### src/logic/dcw_pkg.sv
`default_nettype none
package dcw_pkg;
  localparam int CW_W = 16;
  // command word bit positions
  localparam int CW_ST_LSB = 0;
  localparam int CW_ST_MSB = 3;
  localparam int CW_RAMP   = 4;
  localparam int CW_FREEZE = 5;
  localparam int CW_SETP   = 6;
  localparam int CW_FACK   = 7;
  localparam int CW_GATE   = 10;
  localparam int CW_REL    = 12;
  localparam int CW_CHG    = 13;
  localparam logic [15:0] CW_USED_MASK = 16'h3FFF;
  localparam logic [15:0] CW_RESET     = 16'h0000;
  localparam logic [31:0] TARGET_RESET = 32'h0000_0000;
  // state word bit positions
  localparam int SW_FAULT    = 3;
  localparam int SW_CTRL_REQ = 9;
  localparam int SW_TASK_ACK = 12;
  localparam logic [15:0] SW_RESET = 16'h0000;
  // selector value that picks the fieldbus position set
  localparam logic [7:0] FIELDBUS_SET_SEL = 8'h00;

  typedef logic [15:0] dcw_word_t;

  typedef enum logic {
    DCW_MODE_POS,
    DCW_MODE_SPD
  } dcw_mode_e;

  typedef struct packed {
    logic [15:0] cmd;
    logic [31:0] target;
  } dcw_rx_s;

  typedef struct packed {
    logic start;
    logic abort_now;
    logic append;
    logic relative;
    logic cancel;
    logic halt;
  } dcw_pos_s;

  typedef struct packed {
    logic ramp_en;
    logic frozen;
    logic setp_en;
    logic accel;
    logic decel;
  } dcw_spd_s;
endpackage
`default_nettype wire

### src/logic/dcw_decoder.sv
`timescale 1ns/100ps
`default_nettype none
module dcw_decoder
  import dcw_pkg::*;
(
  input  wire logic      mclk,
  input  wire logic      rst_n,
  input  wire logic      rx_valid,
  input  wire dcw_rx_s   rx,
  input  wire dcw_mode_e op_mode,
  input  wire logic [7:0] position_set_selector,
  input  wire logic      set_relative,
  input  wire logic      homing_active,
  input  wire logic      fault_event,
  input  wire logic      fault_cause_present,
  output var  dcw_word_t drive_command_word,
  output var  logic [31:0] target_value,
  output var  logic [3:0] state_cmd,
  output var  logic      state_cmd_stb,
  output var  dcw_pos_s  pos_ctl,
  output var  dcw_spd_s  spd_ctl,
  output var  dcw_word_t status_word,
  output var  logic      fault_active
);

  logic      eval_r;
  dcw_word_t pend_cmd_r;
  logic      ctrl_req_r;
  logic      task_ack_r;
  logic      eval_go;
  logic      is_pos;
  logic      is_spd;
  logic      start_ok;
  dcw_word_t w;
  dcw_word_t rise_w;
  dcw_word_t fall_w;

  // target data lands first, command one cycle later
  always_ff @(posedge mclk or negedge rst_n) begin
    if (!rst_n) begin
      eval_r       <= 1'b0;
      pend_cmd_r   <= CW_RESET;
      target_value <= TARGET_RESET;
    end else begin
      eval_r <= rx_valid;
      if (rx_valid) begin
        target_value <= rx.target;
        pend_cmd_r   <= rx.cmd & CW_USED_MASK;
      end
    end
  end

  always_comb begin
    w        = pend_cmd_r;
    eval_go  = eval_r && w[CW_GATE];
    is_pos   = (op_mode == DCW_MODE_POS);
    is_spd   = (op_mode == DCW_MODE_SPD);
    rise_w   = w & ~drive_command_word;
    fall_w   = ~w & drive_command_word;
    start_ok = eval_go && is_pos && rise_w[CW_SETP] && w[CW_RAMP]
               && w[CW_FREEZE] && !homing_active;
  end

  // held word is the previous evaluated telegram
  always_ff @(posedge mclk or negedge rst_n) begin
    if (!rst_n) begin
      drive_command_word <= CW_RESET;
    end else if (eval_go) begin
      drive_command_word <= w;
    end
  end

  always_ff @(posedge mclk or negedge rst_n) begin
    if (!rst_n) begin
      state_cmd     <= '0;
      state_cmd_stb <= 1'b0;
    end else begin
      state_cmd_stb <= eval_go;
      if (eval_go) begin
        state_cmd <= w[CW_ST_MSB:CW_ST_LSB];
      end
    end
  end

  // positioning mode pulses and held relative option
  always_ff @(posedge mclk or negedge rst_n) begin
    if (!rst_n) begin
      pos_ctl <= '0;
    end else begin
      pos_ctl.start     <= start_ok;
      pos_ctl.abort_now <= start_ok && w[CW_CHG];
      pos_ctl.append    <= start_ok && !w[CW_CHG];
      pos_ctl.cancel    <= eval_go && is_pos && !w[CW_RAMP];
      pos_ctl.halt      <= eval_go && is_pos && fall_w[CW_SETP];
      if (start_ok) begin
        if (position_set_selector == FIELDBUS_SET_SEL) begin
          pos_ctl.relative <= w[CW_REL];
        end else begin
          pos_ctl.relative <= set_relative;
        end
      end
    end
  end

  // speed mode controls
  always_ff @(posedge mclk or negedge rst_n) begin
    if (!rst_n) begin
      spd_ctl <= '0;
    end else begin
      spd_ctl.accel <= eval_go && is_spd && !w[CW_FREEZE]
                       && rise_w[CW_RAMP];
      spd_ctl.decel <= eval_go && is_spd && !w[CW_FREEZE]
                       && fall_w[CW_RAMP];
      if (eval_go && is_spd) begin
        spd_ctl.frozen  <= w[CW_FREEZE];
        spd_ctl.setp_en <= w[CW_SETP];
        if (!w[CW_FREEZE]) begin
          spd_ctl.ramp_en <= w[CW_RAMP];
        end
      end
    end
  end

  // fault: a new event wins over acknowledge
  always_ff @(posedge mclk or negedge rst_n) begin
    if (!rst_n) begin
      fault_active <= 1'b0;
    end else if (fault_event) begin
      fault_active <= 1'b1;
    end else if (eval_go && rise_w[CW_FACK] && !fault_cause_present) begin
      fault_active <= 1'b0;
    end
  end

  always_ff @(posedge mclk or negedge rst_n) begin
    if (!rst_n) begin
      ctrl_req_r <= 1'b0;
      task_ack_r <= 1'b0;
    end else begin
      if (eval_r) begin
        ctrl_req_r <= w[CW_GATE];
      end
      if (start_ok) begin
        task_ack_r <= ~task_ack_r;
      end
    end
  end

  always_ff @(posedge mclk or negedge rst_n) begin
    if (!rst_n) begin
      status_word <= SW_RESET;
    end else begin
      status_word              <= SW_RESET;
      status_word[SW_FAULT]    <= fault_active;
      status_word[SW_CTRL_REQ] <= ctrl_req_r;
      status_word[SW_TASK_ACK] <= task_ack_r;
    end
  end

  property p_start_timing;
    @(posedge mclk) disable iff (!rst_n)
      pos_ctl.start |-> $past(rx_valid, 2);
  endproperty
  a_start_timing: assert property (p_start_timing)
    else $error("start not two cycles after telegram");

  property p_cancel;
    @(posedge mclk) disable iff (!rst_n)
      (eval_go && is_pos && !w[CW_RAMP]) |=> pos_ctl.cancel;
  endproperty
  a_cancel: assert property (p_cancel)
    else $error("bit4 low did not cancel positioning");

  property p_start_guard;
    @(posedge mclk) disable iff (!rst_n)
      pos_ctl.start |-> $past(!homing_active && w[CW_RAMP]
                              && w[CW_FREEZE] && rise_w[CW_SETP]);
  endproperty
  a_start_guard: assert property (p_start_guard)
    else $error("positioning started without its conditions");

  property p_halt;
    @(posedge mclk) disable iff (!rst_n)
      pos_ctl.halt |-> $past(eval_go && fall_w[CW_SETP]);
  endproperty
  a_halt: assert property (p_halt)
    else $error("halt without bit6 falling edge");

  property p_setp;
    @(posedge mclk) disable iff (!rst_n)
      (eval_go && is_spd) |=> (spd_ctl.setp_en == $past(w[CW_SETP]));
  endproperty
  a_setp: assert property (p_setp)
    else $error("setpoint enable not applied at once");

  property p_gate;
    @(posedge mclk) disable iff (!rst_n)
      (eval_r && !w[CW_GATE]) |=> $stable(drive_command_word)
                                  && !state_cmd_stb;
  endproperty
  a_gate: assert property (p_gate)
    else $error("command word used while gate bit clear");

  property p_fault_set;
    @(posedge mclk) disable iff (!rst_n)
      fault_event |=> fault_active ##1 status_word[SW_FAULT];
  endproperty
  a_fault_set: assert property (p_fault_set)
    else $error("fault event lost or not reported");

  property p_change;
    @(posedge mclk) disable iff (!rst_n)
      pos_ctl.start |-> (pos_ctl.abort_now == $past(w[CW_CHG]))
                        && (pos_ctl.append != pos_ctl.abort_now);
  endproperty
  a_change: assert property (p_change)
    else $error("abort or append choice wrong");

  property p_reserved;
    @(posedge mclk) disable iff (!rst_n)
      (drive_command_word & ~CW_USED_MASK) == CW_RESET;
  endproperty
  a_reserved: assert property (p_reserved)
    else $error("reserved bits reached the held word");

  property p_freeze;
    @(posedge mclk) disable iff (!rst_n)
      (eval_go && is_spd && w[CW_FREEZE]) |=> $stable(spd_ctl.ramp_en);
  endproperty
  a_freeze: assert property (p_freeze)
    else $error("bit4 acted while frozen");

  property p_set_opts;
    @(posedge mclk) disable iff (!rst_n)
      (pos_ctl.start && $past(position_set_selector) != FIELDBUS_SET_SEL)
        |-> (pos_ctl.relative == $past(set_relative));
  endproperty
  a_set_opts: assert property (p_set_opts)
    else $error("relative option not from chosen set");

endmodule
`default_nettype wire

### config.mk
export PLATFORM = sky130hd
export DESIGN_NAME = dcw_decoder
export DESIGN_NICKNAME = d
export VERILOG_FILES = /design/src/logic/dcw_pkg.sv /design/src/logic/dcw_decoder.sv
export SDC_FILE = /design/constraint.sdc
export NUM_CORES = 1
export LEC_CHECK = 0
export ABC_AREA = 1
export BUFFER_PORTS_ARGS = -buffer_cell sky130_fd_sc_hd__buf_2
export CAP_MARGIN = 40
export CELL_PAD_IN_SITES_DETAIL_PLACEMENT = 1
export CELL_PAD_IN_SITES_GLOBAL_PLACEMENT = 1
export CORE_ASPECT_RATIO = 1.2
export CORE_MARGIN = 3
export CORE_UTILIZATION = 37
export CTS_CLUSTER_SIZE = 14
export DETAILED_ROUTE_END_ITERATION = 8
export PLACE_DENSITY = 0.84
export SYNTH_ARGS = -nofsm -noshare
export SYNTH_HDL_FRONTEND = slang
export SYNTH_SLANG_ARGS = --single-unit
export TNS_END_PERCENT = 5
### constraint.sdc
create_clock -name mclk -period 2.3 [get_ports mclk]
set_clock_uncertainty 0.05 [all_clocks]
set_input_delay 0.46 -clock mclk [delete_from_list [all_inputs] [get_ports mclk]]
set_output_delay 0.46 -clock mclk [all_outputs]
set_load 0.02 [all_outputs]
# [Yosys cells after proc, flatten, opt, wreduce, memory -nomap -nowiden]
# Index checks and enable logic that the tools add are counted.
[totals] ff_bits=83 latchBits=0 ramBits=0 mem_bits_ro=0 output_inout_bits=81 wordCells=55 mem_count=0
[classes] n_addsub=0 mul=0 div_mod_pow=0 n_lt_le_gt_ge=0 n_eq_ne=0 n_shift=0 muxes=3 bitwise_logic=7 n_reduce_logical=24
[ops] operator="1-bit logical AND" count=16
[ops] operator="8-bit AND" count=1
[ops] operator="8-bit zero test" count=1
[ops] operator="8-bit inverter" count=1
[ops] operator="7-bit AND" count=1
[ops] operator="7-bit inverter" count=1
[ops] operator="1-bit zero test" count=5
[ops] operator="1-bit two-way mux" count=3
[ops] operator="1-bit inverter" count=3
[ops] operator="2-bit AND reduction" count=1
[ops] operator="2-bit nonzero test" count=1

# [Longest topological paths before layout]
[depth] ltp_word=7 ltp_mapped=7 ltp_nobuf=7

# [Worst setup path after synthesis]
# Ideal clock, no wire load.
[synth_timing] path_kind="input port to flip-flop" startpoint="input rx_valid" endpoint="register target_value[10]" arrival_time_ns=1.108 required_ns=2.125 setup_slack_ns=1.017 cell_stages=3 n_path_buf=2 path_cell_list="buf_2 buf_2 mux2_2"
[synth_lines] item="from (decl)" line_no="dcw_decoder.sv:8" text="input wire logic rx_valid,"
[synth_lines] item="to (signal assigned)" line_no="dcw_decoder.sv:47" text="target_value <= rx.target;"
[synth_lines] item="to (decl)" line_no="dcw_decoder.sv:17" text="output var logic [31:0] target_value,"
# No word-level cell between the ends.

# [Final worst setup path]
[layout_timing] startpoint="register state_cmd[2]" endpoint="output state_cmd[2]"
[layout_lines] item="from (decl)" line_no="dcw_decoder.sv:18" text="output var logic [3:0] state_cmd,"
[layout_lines] item="from (signal assigned)" line_no="dcw_decoder.sv:80" text="state_cmd <= w[CW_ST_MSB:CW_ST_LSB];"
# No word-level cell between the ends.

==> reports/metrics.cfg <==
[synthesis]
ys_types = 24
synthArstFlopShare_pct = 100.0
synth.top_cells.by_count = dfrtp_1 (79), nand2_1 (37), mux2_2 (31)
synthSimpleGateAreaFrac_pct = 8.857
synthesis.instances = 250
synthesis.area_per_instance_um2 = 12.26
synthDominantAreaCellType = dfrtp_1
synth_fa_ha_area_share_pct = 0
postSynthRegisterBits = 79
synth_top_family_by_area = multiplexers
synth_compound_area_share_pct = 5.388
synth_sequential_area_ratio_pct = 64.49
synth_warnings = 0
synth_cell_area_um2 = 3065
synthXorXnorAreaFrac_pct = 0.5306
top_area_cell_type_share_of_the_netlist_area_pct = 64.49
synth_ff_type = dfrtp_1
yosys.cell_count.top_type = dfrtp_1
synth.top_cells.by_area = dfrtp_1 (64%), mux2_2 (11%), buf_4 (4.9%)
post_synth_mux_area_share_pct = 12.12
synth-edff-count = 0

[floorplanning]
core_area_um2 = 7883
std_cell_rows = 35
floorplan.initialDensity_pct = 38.89
die_y_um = 105.7
die_w_um = 89.09
ios = 145
fp.dieArea_um2 = 9418

[place]
io_buffers = 127
placed_area_um2 = 3724
placed_cells = 457
place.detailed.hpwl_mm = 5.031
routabilityCongestion = 0.7423

[grt]
grt-ovfl-total = 0
grt_pass1_wl_mm = 10.61
maximum_number_of_pins_on_one_net_before_global_route_repair = 61
grt_use_total_pct = 14.78
grt_antenna_before_repair = 0
via_count_of_the_first_global_routing_pass = 2284

[sta]
fin_setup_tns_ns = 0
finalCriticalPeriod_ns = 1.428
finalCritPeriodShare_pct = 62.09
timing.final.max_slew_violations = 0
holdWs_ns = 0.006737
maxClockFrequency_ghz = 0.7003
rsz0062_at_grt = false
final_hold_viol_count = 0
setup_viol = 0

[route]
routed_via_density = 4.609
detail_route.first_pass.iterations = 4
routed-wl-met3_um = 639
drt.antenna.violating_nets = 0
wl_met2_mm = 3.505
route.top_layer_used = met4
detail_route.iter0.violations = 58
num_vias = 2180
postRouteWirelength_mm = 6.788
routedWlPerCell_um = 14.35
length_of_routed_wiring_on_met1_mm = 2.550
detail_route.drc_violations = 0

[cts]
cts_tree = done
cts.clk_slew.worst_paths_ns = 0.09
postCtsSetupBuffers = 0
clock_tree.htree_level_count = 3
worstSkewPairLatency_ns = 0.34
post_cts.resized_instances = 0
cts_root_buffer = clkbuf_8
cts.path.max_buffers = 2
tritoncts.num_buffers = 9
ctsHoldBuffers = 0
clock_sinks = 79

[final_layout]
fin_cells = 473
drive_gt1_share_pct = 48.56
final_area_um2 = 3920
finalNetCount = 440
area_delta_synth_final_pct = 27.88
num_antenna_cells = 0

[worst_setup_path]
critical_path_arrival_ns = 0.92
number_of_buffer_and_inverter_instances_along_the_worst_setup_path = 1
worst_path_largest_cell_delay_ns = 0.42
critical_path.endpoint_type = primary output
worst-path-max-fanout = 3
timing_worst_setup_path_type = flop to primary output
timing.critical_path.cells = buf_2
cp.required_ns = 1.79
critPathLaunchType = flop
slowest_stage = dfrtp_1
worst_path_dominant_cell_family = flip-flops

[power_and_ir_drop]
power.density_cell_area_nw_per_um2 = 828.8
power.leakage_nw = 2.048
totalPowerFinal_mw = 3.249
peakVddDrop_mv = 0.3743

[min_path]
hold_path.class = input pin to async pin

[outcome]
outcome = completed

[flow_run]
maxCapViolations = 0

[cell type report]
cell class	count	area (um^2)
flip-flops and latches	79	1977
inverters	18	72.57
fillers	907	3963
multi-input cells	139	880.8
well taps	92	115.1
clock buffers	9	123.9
repair buffers	129	678.2
clock inverters	7	72.57
[cells by family (layout without fill, tap and decap cells)]
logic type / after synthesis / after routing
other: 1 / 15
flip-flops: 79 / 79
multiplexers: 33 / 33
AND/OR/NAND/NOR: 58 / 58
AO/OA/AOI/OAI: 32 / 32
XOR/XNOR: 1 / 1
buffers and inverters: 46 / 163
[cell usage in the layout, fill, tap and decap left out, types with 9 or more instances in the layout]
| master | synthesis | routed |
|---|---|---|
| inv_1 | 15 | 15 |
| nand2_1 | 37 | 37 |
| o21ai_0 | 30 | 30 |
| conb_1 | 1 | 15 |
| nor2_1 | 11 | 11 |
| dfrtp_1 | 79 | 79 |
| mux2_2 | 31 | 31 |
| clkbuf_8 | 0 | 9 |
| buf_2 | 6 | 126 |
[metal layers]
layer,track usage [%],vias to the layer above
li1,-,1031
met1,15.98,1046
met2,25.18,95
met3,6.646,8
met4,4.894,0
met5,0,-
[final timing paths]
check                                  start  cells past startpoint  slack (ns)        endpoint
worst max-delay path            state_cmd[2]                      1        0.87    state_cmd[2]
worst min-delay path                   rst_n                      1       0.007   state_cmd_stb
worst max register to register        eval_r                      7        0.99      pos_ctl[2]
worst min register to register    ctrl_req_r                      0        0.33  status_word[9]
max in group asynchronous              rst_n                      2        1.59   pend_cmd_r[5]
min in group mclk                fault_event                      2        0.25    fault_active
[state kept, by name, indices dropped and copies added, names as in the netlist]
register / cells
drive_command_word: 11
target_value: 32
ctrl_req_r: 1
status_word: 3
pos_ctl: 6
eval_r: 1
pend_cmd_r: 14
task_ack_r: 1
state_cmd_stb: 1
fault_active: 1
state_cmd: 3
spd_ctl: 5
[stage by stage]
| stage | utilization [%] | setup WS [ns] |
|---|---|---|
| 6_report | 49.73 | 0.8719 |
| 4_1_cts | 49.73 | 0.8465 |
| 2_1_floorplan | - | 1.017 |
| 5_1_grt | 49.73 | 0.8173 |
| 3_5_place_dp | 47.24 | 0.8725 |
| 3_3_place_gp | 47.24 | 0.9172 |
[worst register-to-register path: cells and delay by family, from the launching register on]
family	cells	cell delay (ns)
flops	1	0.40
buf+inv	2	0.21
simple gates	5	0.56
[report_power, final]
part	switching [mW]	internal (mW)
clock network	0.500	0.503
registers	0.0847	1.54
logic	0.396	0.227
total	0.980	2.27
No activity file was read; power rests on OpenSTA's default activity.
